[src/rtl/port_regs.vh]
// Purpose: constants for the reset output, address/data port and general-purpose port block
// Assumes: 32-bit AXI4-Lite register bus, one aligned word per register
// Notes: definitions only
`ifndef PORT_REGS_VH
`define PORT_REGS_VH

// register byte offsets
`define REG_CTRL 5'h00
`define REG_GP_LATCH 5'h04
`define REG_GP_PIN 5'h08
`define REG_IRQ_STATUS 5'h0c
`define REG_IRQ_MASK 5'h10
`define REG_STATUS 5'h14
`define REG_BUS_RDATA 5'h18

// control register fields
`define CTRL_OSC_FAIL_EN 0
`define CTRL_TIMER_OUT_EN 1
`define CTRL_WIDTH 2
`define CTRL_RESET 2'h0

// interrupt status and mask fields
`define IRQ_TWO 0
`define IRQ_FIVE 1
`define IRQ_WIDTH 2
`define IRQ_RESET 2'h0

// status register fields
`define STAT_DEMUX 0
`define STAT_RESET_OUT 1

// general-purpose port
`define GP_LATCH_RESET 8'hff
`define GP_TIMER_BIT 0
`define GP_TRIGGER_BIT 1
`define GP_IRQ_TWO_BIT 4
`define GP_IRQ_FIVE_BIT 7

// address/data port
`define AD_RESET 8'hff

// strong high driver time after a 0 to 1 write
`define STRONG_HI_NS 20
`define CLOCK_NS 10

// bus responses
`define RESP_OKAY 2'h0
`define RESP_SLVERR 2'h2

`endif
[src/rtl/port_pin_and_bus_logic.v]
// Purpose: reset output, address/data port and quasi-bidirectional general-purpose port
// Assumes: one 100 MHz clock, synchronous active-low system reset, AXI4-Lite registers
// Notes: every output is registered, so pins follow their causes one cycle later
`timescale 1ns/100ps
`default_nettype none
`include "port_regs.vh"

module port_pin_and_bus_logic
#(
  parameter GP_WIDTH = 8, // general-purpose port width
  parameter AD_WIDTH = 8 // address/data port width
)
(
  input wire clock,
  input wire nrst,
  // reset sources
  input wire reset_pin,
  input wire power_on_reset,
  input wire osc_warmup,
  input wire watchdog_reset,
  input wire osc_fail,
  output reg reset_out_n,
  // bus mode strap
  input wire bus_demux_select,
  // internal external-bus controller side
  input wire bus_ale,
  input wire bus_cycle,
  input wire bus_write,
  input wire [AD_WIDTH-1:0] bus_addr_lsb,
  input wire [AD_WIDTH-1:0] bus_wdata,
  output reg [AD_WIDTH-1:0] bus_rdata,
  // address/data pins
  input wire [AD_WIDTH-1:0] ad_in,
  output reg [AD_WIDTH-1:0] ad_out,
  output reg [AD_WIDTH-1:0] ad_oe,
  // general-purpose pins (weak pullup lives in the pad)
  input wire [GP_WIDTH-1:0] gp_in,
  output reg [GP_WIDTH-1:0] gp_out,
  output reg [GP_WIDTH-1:0] gp_oe,
  // peripheral side of the alternate functions
  input wire timer_two_out,
  output reg timer_two_ext_pin,
  output reg timer_two_trigger_pin,
  output reg ext_irq_two,
  output reg ext_irq_five,
  output reg irq,
  // axi4-lite slave
  input wire [4:0] s_axi_awaddr,
  input wire s_axi_awvalid,
  output reg s_axi_awready,
  input wire [31:0] s_axi_wdata,
  input wire [3:0] s_axi_wstrb,
  input wire s_axi_wvalid,
  output reg s_axi_wready,
  output reg [1:0] s_axi_bresp,
  output reg s_axi_bvalid,
  input wire s_axi_bready,
  input wire [4:0] s_axi_araddr,
  input wire s_axi_arvalid,
  output reg s_axi_arready,
  output reg [31:0] s_axi_rdata,
  output reg [1:0] s_axi_rresp,
  output reg s_axi_rvalid,
  input wire s_axi_rready
);

  // strong high driver length, least time rounded up
  localparam integer STRONG_HI_FULL = (`STRONG_HI_NS + `CLOCK_NS - 1) / `CLOCK_NS;
  localparam [3:0] STRONG_HI_CYCLES = STRONG_HI_FULL[3:0]; // counter is four bits wide

  reg [`CTRL_WIDTH-1:0] ctrl; // oscillator-fail enable, timer output enable
  reg [GP_WIDTH-1:0] gp_latch; // software output latch
  reg [`IRQ_WIDTH-1:0] irq_status; // sticky edge events
  reg [`IRQ_WIDTH-1:0] irq_mask; // interrupt gate
  reg demux_mode; // bus mode caught at power-on
  reg [GP_WIDTH-1:0] gp_meta; // first synchroniser stage, read by gp_sync only
  reg [GP_WIDTH-1:0] gp_sync; // synchronized pin level
  reg [GP_WIDTH-1:0] gp_prev; // previous synchronized level, for edges
  reg [4:0] aw_addr; // held write address
  reg aw_held;
  reg [7:0] w_data; // held low byte of write data
  reg w_lane; // low byte lane was enabled
  reg w_held;
  reg [`IRQ_WIDTH-1:0] irq_event; // edges seen this cycle
  wire status_read; // a read of the interrupt status register is taken now
  wire device_reset; // any cause that resets the port logic
  wire soft_reset; // port latches and pins go to reset state
  wire do_write; // both halves of a write are held
  wire [GP_WIDTH-1:0] eff_latch; // latch after alternate function merge
  wire [GP_WIDTH-1:0] rise_to_one; // bits written from 0 to 1 now

  // external pin, warm-up and watchdog always reset; osc fail only if enabled
  assign device_reset = reset_pin | osc_warmup | watchdog_reset
    | (osc_fail & ctrl[`CTRL_OSC_FAIL_EN]);
  assign soft_reset = ~nrst | device_reset;
  assign do_write = aw_held & w_held & ~s_axi_bvalid;
  // timer two output gates bit 0 low when its alternate function is on
  assign eff_latch = {gp_latch[GP_WIDTH-1:1],
    gp_latch[`GP_TIMER_BIT] & (timer_two_out | ~ctrl[`CTRL_TIMER_OUT_EN])};

  // reset output pin, low while any enabled reset cause stands
  always @(posedge clock)
  begin
    if (!nrst)
      reset_out_n <= 1'b0;
    else
      reset_out_n <= ~device_reset;
  end

  // bus mode strap sampled only while power-on reset stands
  always @(posedge clock)
  begin
    if (!nrst)
      demux_mode <= 1'b0;
    else if (power_on_reset)
      demux_mode <= bus_demux_select;
  end

  // address/data pins; software cannot drive them and only reads bus_rdata from here
  always @(posedge clock)
  begin
    if (soft_reset)
    begin
      ad_out <= `AD_RESET;
      ad_oe <= {AD_WIDTH{1'b1}};
      bus_rdata <= {AD_WIDTH{1'b0}};
    end
    else if (bus_ale && !demux_mode)
    begin
      // address phase only in multiplexed mode
      ad_out <= bus_addr_lsb;
      ad_oe <= {AD_WIDTH{1'b1}};
    end
    else if (bus_cycle && bus_write)
    begin
      // data phase of a write, both modes
      ad_out <= bus_wdata;
      ad_oe <= {AD_WIDTH{1'b1}};
    end
    else if (bus_cycle)
    begin
      // data phase of a read: release and sample
      ad_oe <= {AD_WIDTH{1'b0}};
      bus_rdata <= ad_in;
    end
    else
    begin
      // idle bus rests high, no pullups needed
      ad_out <= `AD_RESET;
      ad_oe <= {AD_WIDTH{1'b1}};
    end
  end

  // two-stage synchroniser and edge history for the port pins
  always @(posedge clock)
  begin
    if (!nrst)
    begin
      gp_meta <= {GP_WIDTH{1'b1}};
      gp_sync <= {GP_WIDTH{1'b1}};
      gp_prev <= {GP_WIDTH{1'b1}};
    end
    else
    begin
      gp_meta <= gp_in;
      gp_sync <= gp_meta;
      gp_prev <= gp_sync;
    end
  end

  // latch bits rising from 0 to 1 on this write
  assign rise_to_one = (do_write && w_lane && aw_addr == `REG_GP_LATCH) ?
    (~gp_latch & w_data[GP_WIDTH-1:0]) : {GP_WIDTH{1'b0}};

  // per-bit pin driver: pulldown at 0, short strong high on 0 to 1, else weak
  genvar i;
  generate
    for (i = 0; i < GP_WIDTH; i = i + 1)
    begin : g_pin
      reg [3:0] strong_left; // cycles of strong high still to go
      always @(posedge clock)
      begin
        if (soft_reset)
        begin
          // latch at 1: only the weak pullup holds the pin
          strong_left <= 4'h0;
          gp_out[i] <= 1'b1;
          gp_oe[i] <= 1'b0;
        end
        else if (rise_to_one[i])
        begin
          // momentary strong driver after a 0 to 1 write
          strong_left <= STRONG_HI_CYCLES - 4'h1;
          gp_out[i] <= 1'b1;
          gp_oe[i] <= 1'b1;
        end
        else if (!eff_latch[i])
        begin
          // strong pulldown stays until a 1 or a reset
          strong_left <= 4'h0;
          gp_out[i] <= 1'b0;
          gp_oe[i] <= 1'b1;
        end
        else if (strong_left != 4'h0)
        begin
          strong_left <= strong_left - 4'h1;
          gp_out[i] <= 1'b1;
          gp_oe[i] <= 1'b1;
        end
        else
        begin
          // released: outside drivers may override, pin is an input
          gp_out[i] <= 1'b1;
          gp_oe[i] <= 1'b0;
        end
      end
    end
  endgenerate

  // alternate function inputs and edge events toward the core
  always @*
  begin
    irq_event = {`IRQ_WIDTH{1'b0}};
    irq_event[`IRQ_TWO] = gp_sync[`GP_IRQ_TWO_BIT] & ~gp_prev[`GP_IRQ_TWO_BIT];
    irq_event[`IRQ_FIVE] = ~gp_sync[`GP_IRQ_FIVE_BIT] & gp_prev[`GP_IRQ_FIVE_BIT];
  end

  always @(posedge clock)
  begin
    if (!nrst)
    begin
      timer_two_ext_pin <= 1'b1;
      timer_two_trigger_pin <= 1'b1;
      ext_irq_two <= 1'b0;
      ext_irq_five <= 1'b0;
    end
    else
    begin
      timer_two_ext_pin <= gp_sync[`GP_TIMER_BIT];
      timer_two_trigger_pin <= gp_sync[`GP_TRIGGER_BIT];
      ext_irq_two <= irq_event[`IRQ_TWO];
      ext_irq_five <= irq_event[`IRQ_FIVE];
    end
  end

  // write channels: address and data taken in either order, then one response
  always @(posedge clock)
  begin
    if (!nrst)
    begin
      aw_held <= 1'b0;
      aw_addr <= 5'h00;
      w_held <= 1'b0;
      w_data <= 8'h00;
      w_lane <= 1'b0;
      s_axi_awready <= 1'b0;
      s_axi_wready <= 1'b0;
      s_axi_bvalid <= 1'b0;
      s_axi_bresp <= `RESP_OKAY;
    end
    else
    begin
      // ready is a one-cycle offer while its own channel holds nothing and no response is pending
      s_axi_awready <= ~aw_held & ~s_axi_awready & ~s_axi_bvalid;
      s_axi_wready <= ~w_held & ~s_axi_wready & ~s_axi_bvalid;
      if (s_axi_awvalid && s_axi_awready)
      begin
        aw_held <= 1'b1;
        aw_addr <= s_axi_awaddr;
      end
      if (s_axi_wvalid && s_axi_wready)
      begin
        w_held <= 1'b1;
        w_data <= s_axi_wdata[7:0];
        w_lane <= s_axi_wstrb[0];
      end
      if (do_write)
      begin
        aw_held <= 1'b0;
        w_held <= 1'b0;
        s_axi_bvalid <= 1'b1;
        // status and pin registers are read-only, writes there are refused
        case (aw_addr)
          `REG_CTRL, `REG_GP_LATCH, `REG_IRQ_MASK: s_axi_bresp <= `RESP_OKAY;
          default: s_axi_bresp <= `RESP_SLVERR;
        endcase
      end
      else if (s_axi_bvalid && s_axi_bready)
        s_axi_bvalid <= 1'b0;
    end
  end

  // software registers; the address/data port has no write path here
  always @(posedge clock)
  begin
    if (!nrst)
    begin
      ctrl <= `CTRL_RESET;
      irq_mask <= `IRQ_RESET;
    end
    else if (do_write && w_lane)
    begin
      if (aw_addr == `REG_CTRL)
        ctrl <= w_data[`CTRL_WIDTH-1:0];
      if (aw_addr == `REG_IRQ_MASK)
        irq_mask <= w_data[`IRQ_WIDTH-1:0];
    end
  end

  // port latch: any enabled reset cause sets every bit to 1
  always @(posedge clock)
  begin
    if (soft_reset)
      gp_latch <= `GP_LATCH_RESET;
    else if (do_write && w_lane && aw_addr == `REG_GP_LATCH)
      gp_latch <= w_data[GP_WIDTH-1:0];
  end

  // read channel: one read at a time, data one cycle after the address
  assign status_read = s_axi_arvalid & s_axi_arready & (s_axi_araddr == `REG_IRQ_STATUS);

  always @(posedge clock)
  begin
    if (!nrst)
    begin
      s_axi_arready <= 1'b0;
      s_axi_rvalid <= 1'b0;
      s_axi_rdata <= 32'h00000000;
      s_axi_rresp <= `RESP_OKAY;
    end
    else
    begin
      s_axi_arready <= ~s_axi_arready & ~s_axi_rvalid;
      if (s_axi_arvalid && s_axi_arready)
      begin
        s_axi_rvalid <= 1'b1;
        s_axi_rresp <= `RESP_OKAY;
        s_axi_rdata <= 32'h00000000;
        case (s_axi_araddr)
          `REG_CTRL: s_axi_rdata[`CTRL_WIDTH-1:0] <= ctrl;
          `REG_GP_LATCH: s_axi_rdata[GP_WIDTH-1:0] <= gp_latch;
          `REG_GP_PIN: s_axi_rdata[GP_WIDTH-1:0] <= gp_sync;
          `REG_IRQ_STATUS: s_axi_rdata[`IRQ_WIDTH-1:0] <= irq_status;
          `REG_IRQ_MASK: s_axi_rdata[`IRQ_WIDTH-1:0] <= irq_mask;
          `REG_STATUS:
          begin
            s_axi_rdata[`STAT_DEMUX] <= demux_mode;
            s_axi_rdata[`STAT_RESET_OUT] <= ~reset_out_n;
          end
          `REG_BUS_RDATA: s_axi_rdata[AD_WIDTH-1:0] <= bus_rdata;
          default: s_axi_rresp <= `RESP_SLVERR;
        endcase
      end
      else if (s_axi_rvalid && s_axi_rready)
        s_axi_rvalid <= 1'b0;
    end
  end

  // sticky events: a read clears, but an edge in the same cycle survives
  always @(posedge clock)
  begin
    if (!nrst)
      irq_status <= `IRQ_RESET;
    else if (status_read)
      irq_status <= irq_event;
    else
      irq_status <= irq_status | irq_event;
  end

  // level interrupt from unmasked sticky bits, one cycle behind them
  always @(posedge clock)
  begin
    if (!nrst)
      irq <= 1'b0;
    else
      irq <= |(irq_status & irq_mask);
  end

endmodule
`default_nettype wire

[config.mk]
export PLATFORM = sky130hd
export DESIGN_NAME = port_pin_and_bus_logic
export DESIGN_NICKNAME = d
export VERILOG_FILES = /design/src/rtl/port_pin_and_bus_logic.v
export VERILOG_INCLUDE_DIRS = /design/src /design/src/rtl
export SDC_FILE = /design/constraint.sdc
export NUM_CORES = 1
export LEC_CHECK = 0
export BUFFER_PORTS_ARGS = -buffer_cell sky130_fd_sc_hd__buf_4
export CAP_MARGIN = 25
export CORE_MARGIN = 3
export CORE_UTILIZATION = 38
export CTS_BUF_LIST = sky130_fd_sc_hd__clkbuf_8
export CTS_CLUSTER_SIZE = 30
export DETAILED_ROUTE_END_ITERATION = 7
export GPL_ROUTABILITY_DRIVEN = 1
export PLACE_DENSITY = 0.71
export SETUP_SLACK_MARGIN = 0.2
export SLEW_MARGIN = 10
export SYNTH_ARGS = -nofsm -noshare
export SYNTH_HDL_FRONTEND = slang
export SYNTH_SLANG_ARGS = --single-unit
[constraint.sdc]
create_clock -name clock -period 1.6 [get_ports clock]
set_input_delay 0.32 -clock clock [delete_from_list [all_inputs] [get_ports clock]]
set_output_delay 0.32 -clock clock [all_outputs]
set_load 0.005 [all_outputs]
==> impl_metrics.tcl <==
set metrics [dict create \
    fin_tns_setup_ns 0 \
    cts.sinks 135 \
    finalHoldViolCount 0 \
    final_layout_size_suffix_gt1_frac 0.3623 \
    grt_max_degree 57 \
    wire_per_inst_um 13.73 \
    worstSetupPathType "reg2reg" \
    setup.worst_path.end_class "register" \
    antenna_found_initial 0 \
    required_ns 1.92 \
    grt_pass1_vias 4131 \
    syn_area_per_cell_um2 9.480 \
    worstPathArrival_ns 1.74 \
    timing.final.crit_share 0.8882 \
    grt_pass1_wl_um 19710 \
    worst_setup_path_start_kind "register" \
    p_seq_frac 0.506 \
    htree_levels 4 \
    overflow 0 \
    yosys_warnings 0 \
    power_switching_mw 1.526 \
    synthArstFlopShare 0 \
    start_util 0.3971 \
    final_core_util 0.5204 \
    cp_max_fo 3 \
    clk_pin_slew_worst_paths_ns 0.08 \
    cts_buffer_depth 2 \
    syn_inst 595 \
    pin_count 182 \
    remaining_drc_errors 0 \
    tritoncts "yes" \
    swShare 0.2226 \
    die_h_um 127.8 \
    setup_violations 0 \
    fmax_ghz 0.7037 \
    die-area_mm2 0.01634 \
    rsz0062_at_grt "yes" \
    core_area_mm2 0.01420 \
    antenna_cells 0 \
    yosysUniqueCellTypes 48 \
    relSlewSlack 0.6602 \
    grt_usage 0.1531 \
    syn_to_final_growth_pct 31.06 \
    ir_drop_mv 0.5003 \
    drt_iter0_markers 232 \
    die_w_um 127.8 \
    status "finished, final reports clean" \
    fin_worst_skew_ns 0.009340 \
    wl_um 12740 \
    finalWeightedCongestion 0.7969 \
    root_buffer "clkbuf_8" \
    power.share.combinational 0.064 \
    p_leak_nw 3.062 \
    cts_buffers 17 \
    slew_viol_final 0 \
    dp_hpwl_um 9051 \
    via_per_inst 4.676 \
    rows 43 \
    ys.flop_type "dfxtp_1" \
    holdWs_ns 0.06459 \
    port_buffers 128 \
    power_density_mw_per_mm2 927.3 \
    maxCapViolCount 0 \
    vias 4339 \
    power.internal_mw 5.329 \
    period_needed_ns 1.421 \
    hold_class "in2reg" \
    syn_area_mm2 0.005640 \
    n_fill_cell 1320 \
    synth-seq-area-share 0.4791 \
    tightest_slew_ns 0.5091 \
    hold_buffers 0 \
    ys_ff_latch 135 \
    fin_nets 846 \
    clockPowerShare 0.430 \
    ant_nets 0 \
    synth_enable_flop_cells 0 \
    worstSkewPairLatency_ns 0.43 \
    dr.pass1.iters 4 \
]
-- metrics by stage --
| stage | worst slack [ns] | power (mW) | cells | area [µm²] |
|---|---|---|---|---|
| global route | 0.1030 | 7.145 | 928 | 7392 |
| finish | 0.1789 | 6.855 | 928 | 7392 |
| CTS | 0.1793 | 6.942 | 916 | 7176 |
| detailed placement | 0.05526 | 3.981 | 882 | 6690 |
| floorplan | 0.2011 | 3.804 | 620 | 5739 |
| global placement | 0.09208 | 3.975 | 882 | 6690 |
-- Yosys cell counts, types with 2 or more instances --
library cell  count  area share
dfxtp_1         135        0.48
nand2_1          85       0.057
nor2_1           41       0.027
buf_4            37       0.049
nand2b_1         24       0.027
nand3_1          24       0.021
xnor2_1          23       0.036
inv_1            18       0.012
a21boi_0         16       0.021
ha_1             16       0.035
mux2_2           15       0.030
nand3b_1         14       0.019
mux2i_1          13       0.023
nor3_1           11      0.0098
o21ai_0          11      0.0098
a31oi_1          10       0.011
clkbuf_1         10      0.0067
a21oi_1           9      0.0080
buf_2             9      0.0080
and2_1            8      0.0089
o22ai_1           8      0.0089
a22oi_1           7      0.0093
o2111a_1          7       0.014
or3b_2            7       0.011
nor2b_1           4      0.0044
nand3b_2          3      0.0060
a21oi_2           2      0.0031
a31o_2            2      0.0031
and3_1            2      0.0022
and3b_1           2      0.0031
mux4_2            2      0.0080
nand4_1           2      0.0022
nor3b_1           2      0.0027
nor4_1            2      0.0022
-- critical path, cell delays in order, from the launching register on --
cell and delay (ns):
dfxtp_2 0.33, inv_2 0.08, ha_4 0.13, or3b_4 0.39, buf_4 0.15, o2111a_1 0.23
-- final cells by class --
cell class                 count  area (µm²)  share of cell area
sequential                   135        2720              0.3680
timing repair buffer         154        1210              0.1637
inverter                      19       73.82            0.009986
multi-input combinational    408        2739              0.3705
clock buffer                  20       275.3             0.03724
tap                          180       225.2             0.03047
clock inverter                12       148.9             0.02014
-- kinds of logic (layout without fill, tap and decap cells) --
group	after synthesis	after routing	share of synthesized area
AO/OA/AOI/OAI	76	76	0.09561
XOR/XNOR	23	23	0.03571
adder cells (fa/ha/maj)	16	16	0.03549
buffers and inverters	77	205	0.07919
flip-flops	135	135	0.4791
multiplexers	30	30	0.06100
other	1	26	0.0006648
AND/OR/NAND/NOR	237	237	0.2132
-- repair_timing --
item | in CTS | in global routing
setup endpoints to repair | 23 | 30
setup buffers | 2 | 12
resized for setup | 20 | 41
pin swaps | 0 | 9
-- cells in the final DEF (no fill, tap or decap), types with 3 or more instances in the layout --
cell type   instances
buf_4             149
dfxtp_1           121
nand2_1            84
nor2_1             41
conb_1             26
nand3_1            24
nand2b_1           23
clkbuf_8           20
a21boi_0           16
xnor2_1            16
mux2_2             15
inv_2              14
nand3b_1           14
dfxtp_2            14
mux2i_1            13
o21ai_0            11
nor3_1             11
a31oi_1            10
ha_1               10
and2_1              8
o22ai_1             8
a22oi_1             7
or3b_4              7
o2111a_1            7
xnor2_2             7
a21oi_2             6
a21oi_1             5
inv_1               4
nor2b_1             4
ha_4                4
clkinv_2            4
clkinvlp_4          4
buf_12              4
nand3b_2            3
bufinv_16           3
-- flip-flops by register name, summed over array words and instances, names as in the netlist, 2 cells and up --
| register | cells |
|---|---|
| s_axi_rdata | 8 |
| irq_status | 2 |
| w_data | 8 |
| gp_meta | 8 |
| gp_prev | 4 |
| bus_rdata | 8 |
| ctrl | 2 |
| gp_out | 8 |
| gp_sync | 8 |
| irq_mask | 2 |
| gp_latch | 8 |
| ad_out | 8 |
| aw_addr | 5 |
| g_pin.strong_left | 32 |
| gp_oe | 8 |
-- worst paths after layout --
path	depth (start not counted)	slack (ns)	start	to
max	5	0.18	g_pin[4].strong_left[1]	g_pin[4].strong_left[1]
min	2	0.06	gp_in[3]	gp_meta[3]
max reg2reg	5	0.18	g_pin[4].strong_left[1]	g_pin[4].strong_left[1]
min reg2reg	1	0.40	gp_meta[7]	gp_sync[7]
-- per-layer routing --
layer / vias up / share of wire / global-route usage
met5: - / 0 / 0
met2: 112 / 0.51 / 0.2572
li1: 2237 / - / -
met3: 10 / 0.059 / 0.05000
met4: 0 / 0.0089 / 0.04994
met1: 1980 / 0.42 / 0.1854
-- power by group through the flow --
stage | registers (mW) | clock network, mW | logic (mW)
after floorplan | 3.53 | 0 | 0.274
after global placement | 3.54 | 0 | 0.433
after global routing | 3.48 | 3.18 | 0.489
final | 3.47 | 2.94 | 0.442
after CTS | 3.47 | 3.04 | 0.439
after detailed placement | 3.54 | 0 | 0.437
Power figures use the tool's default switching activity.
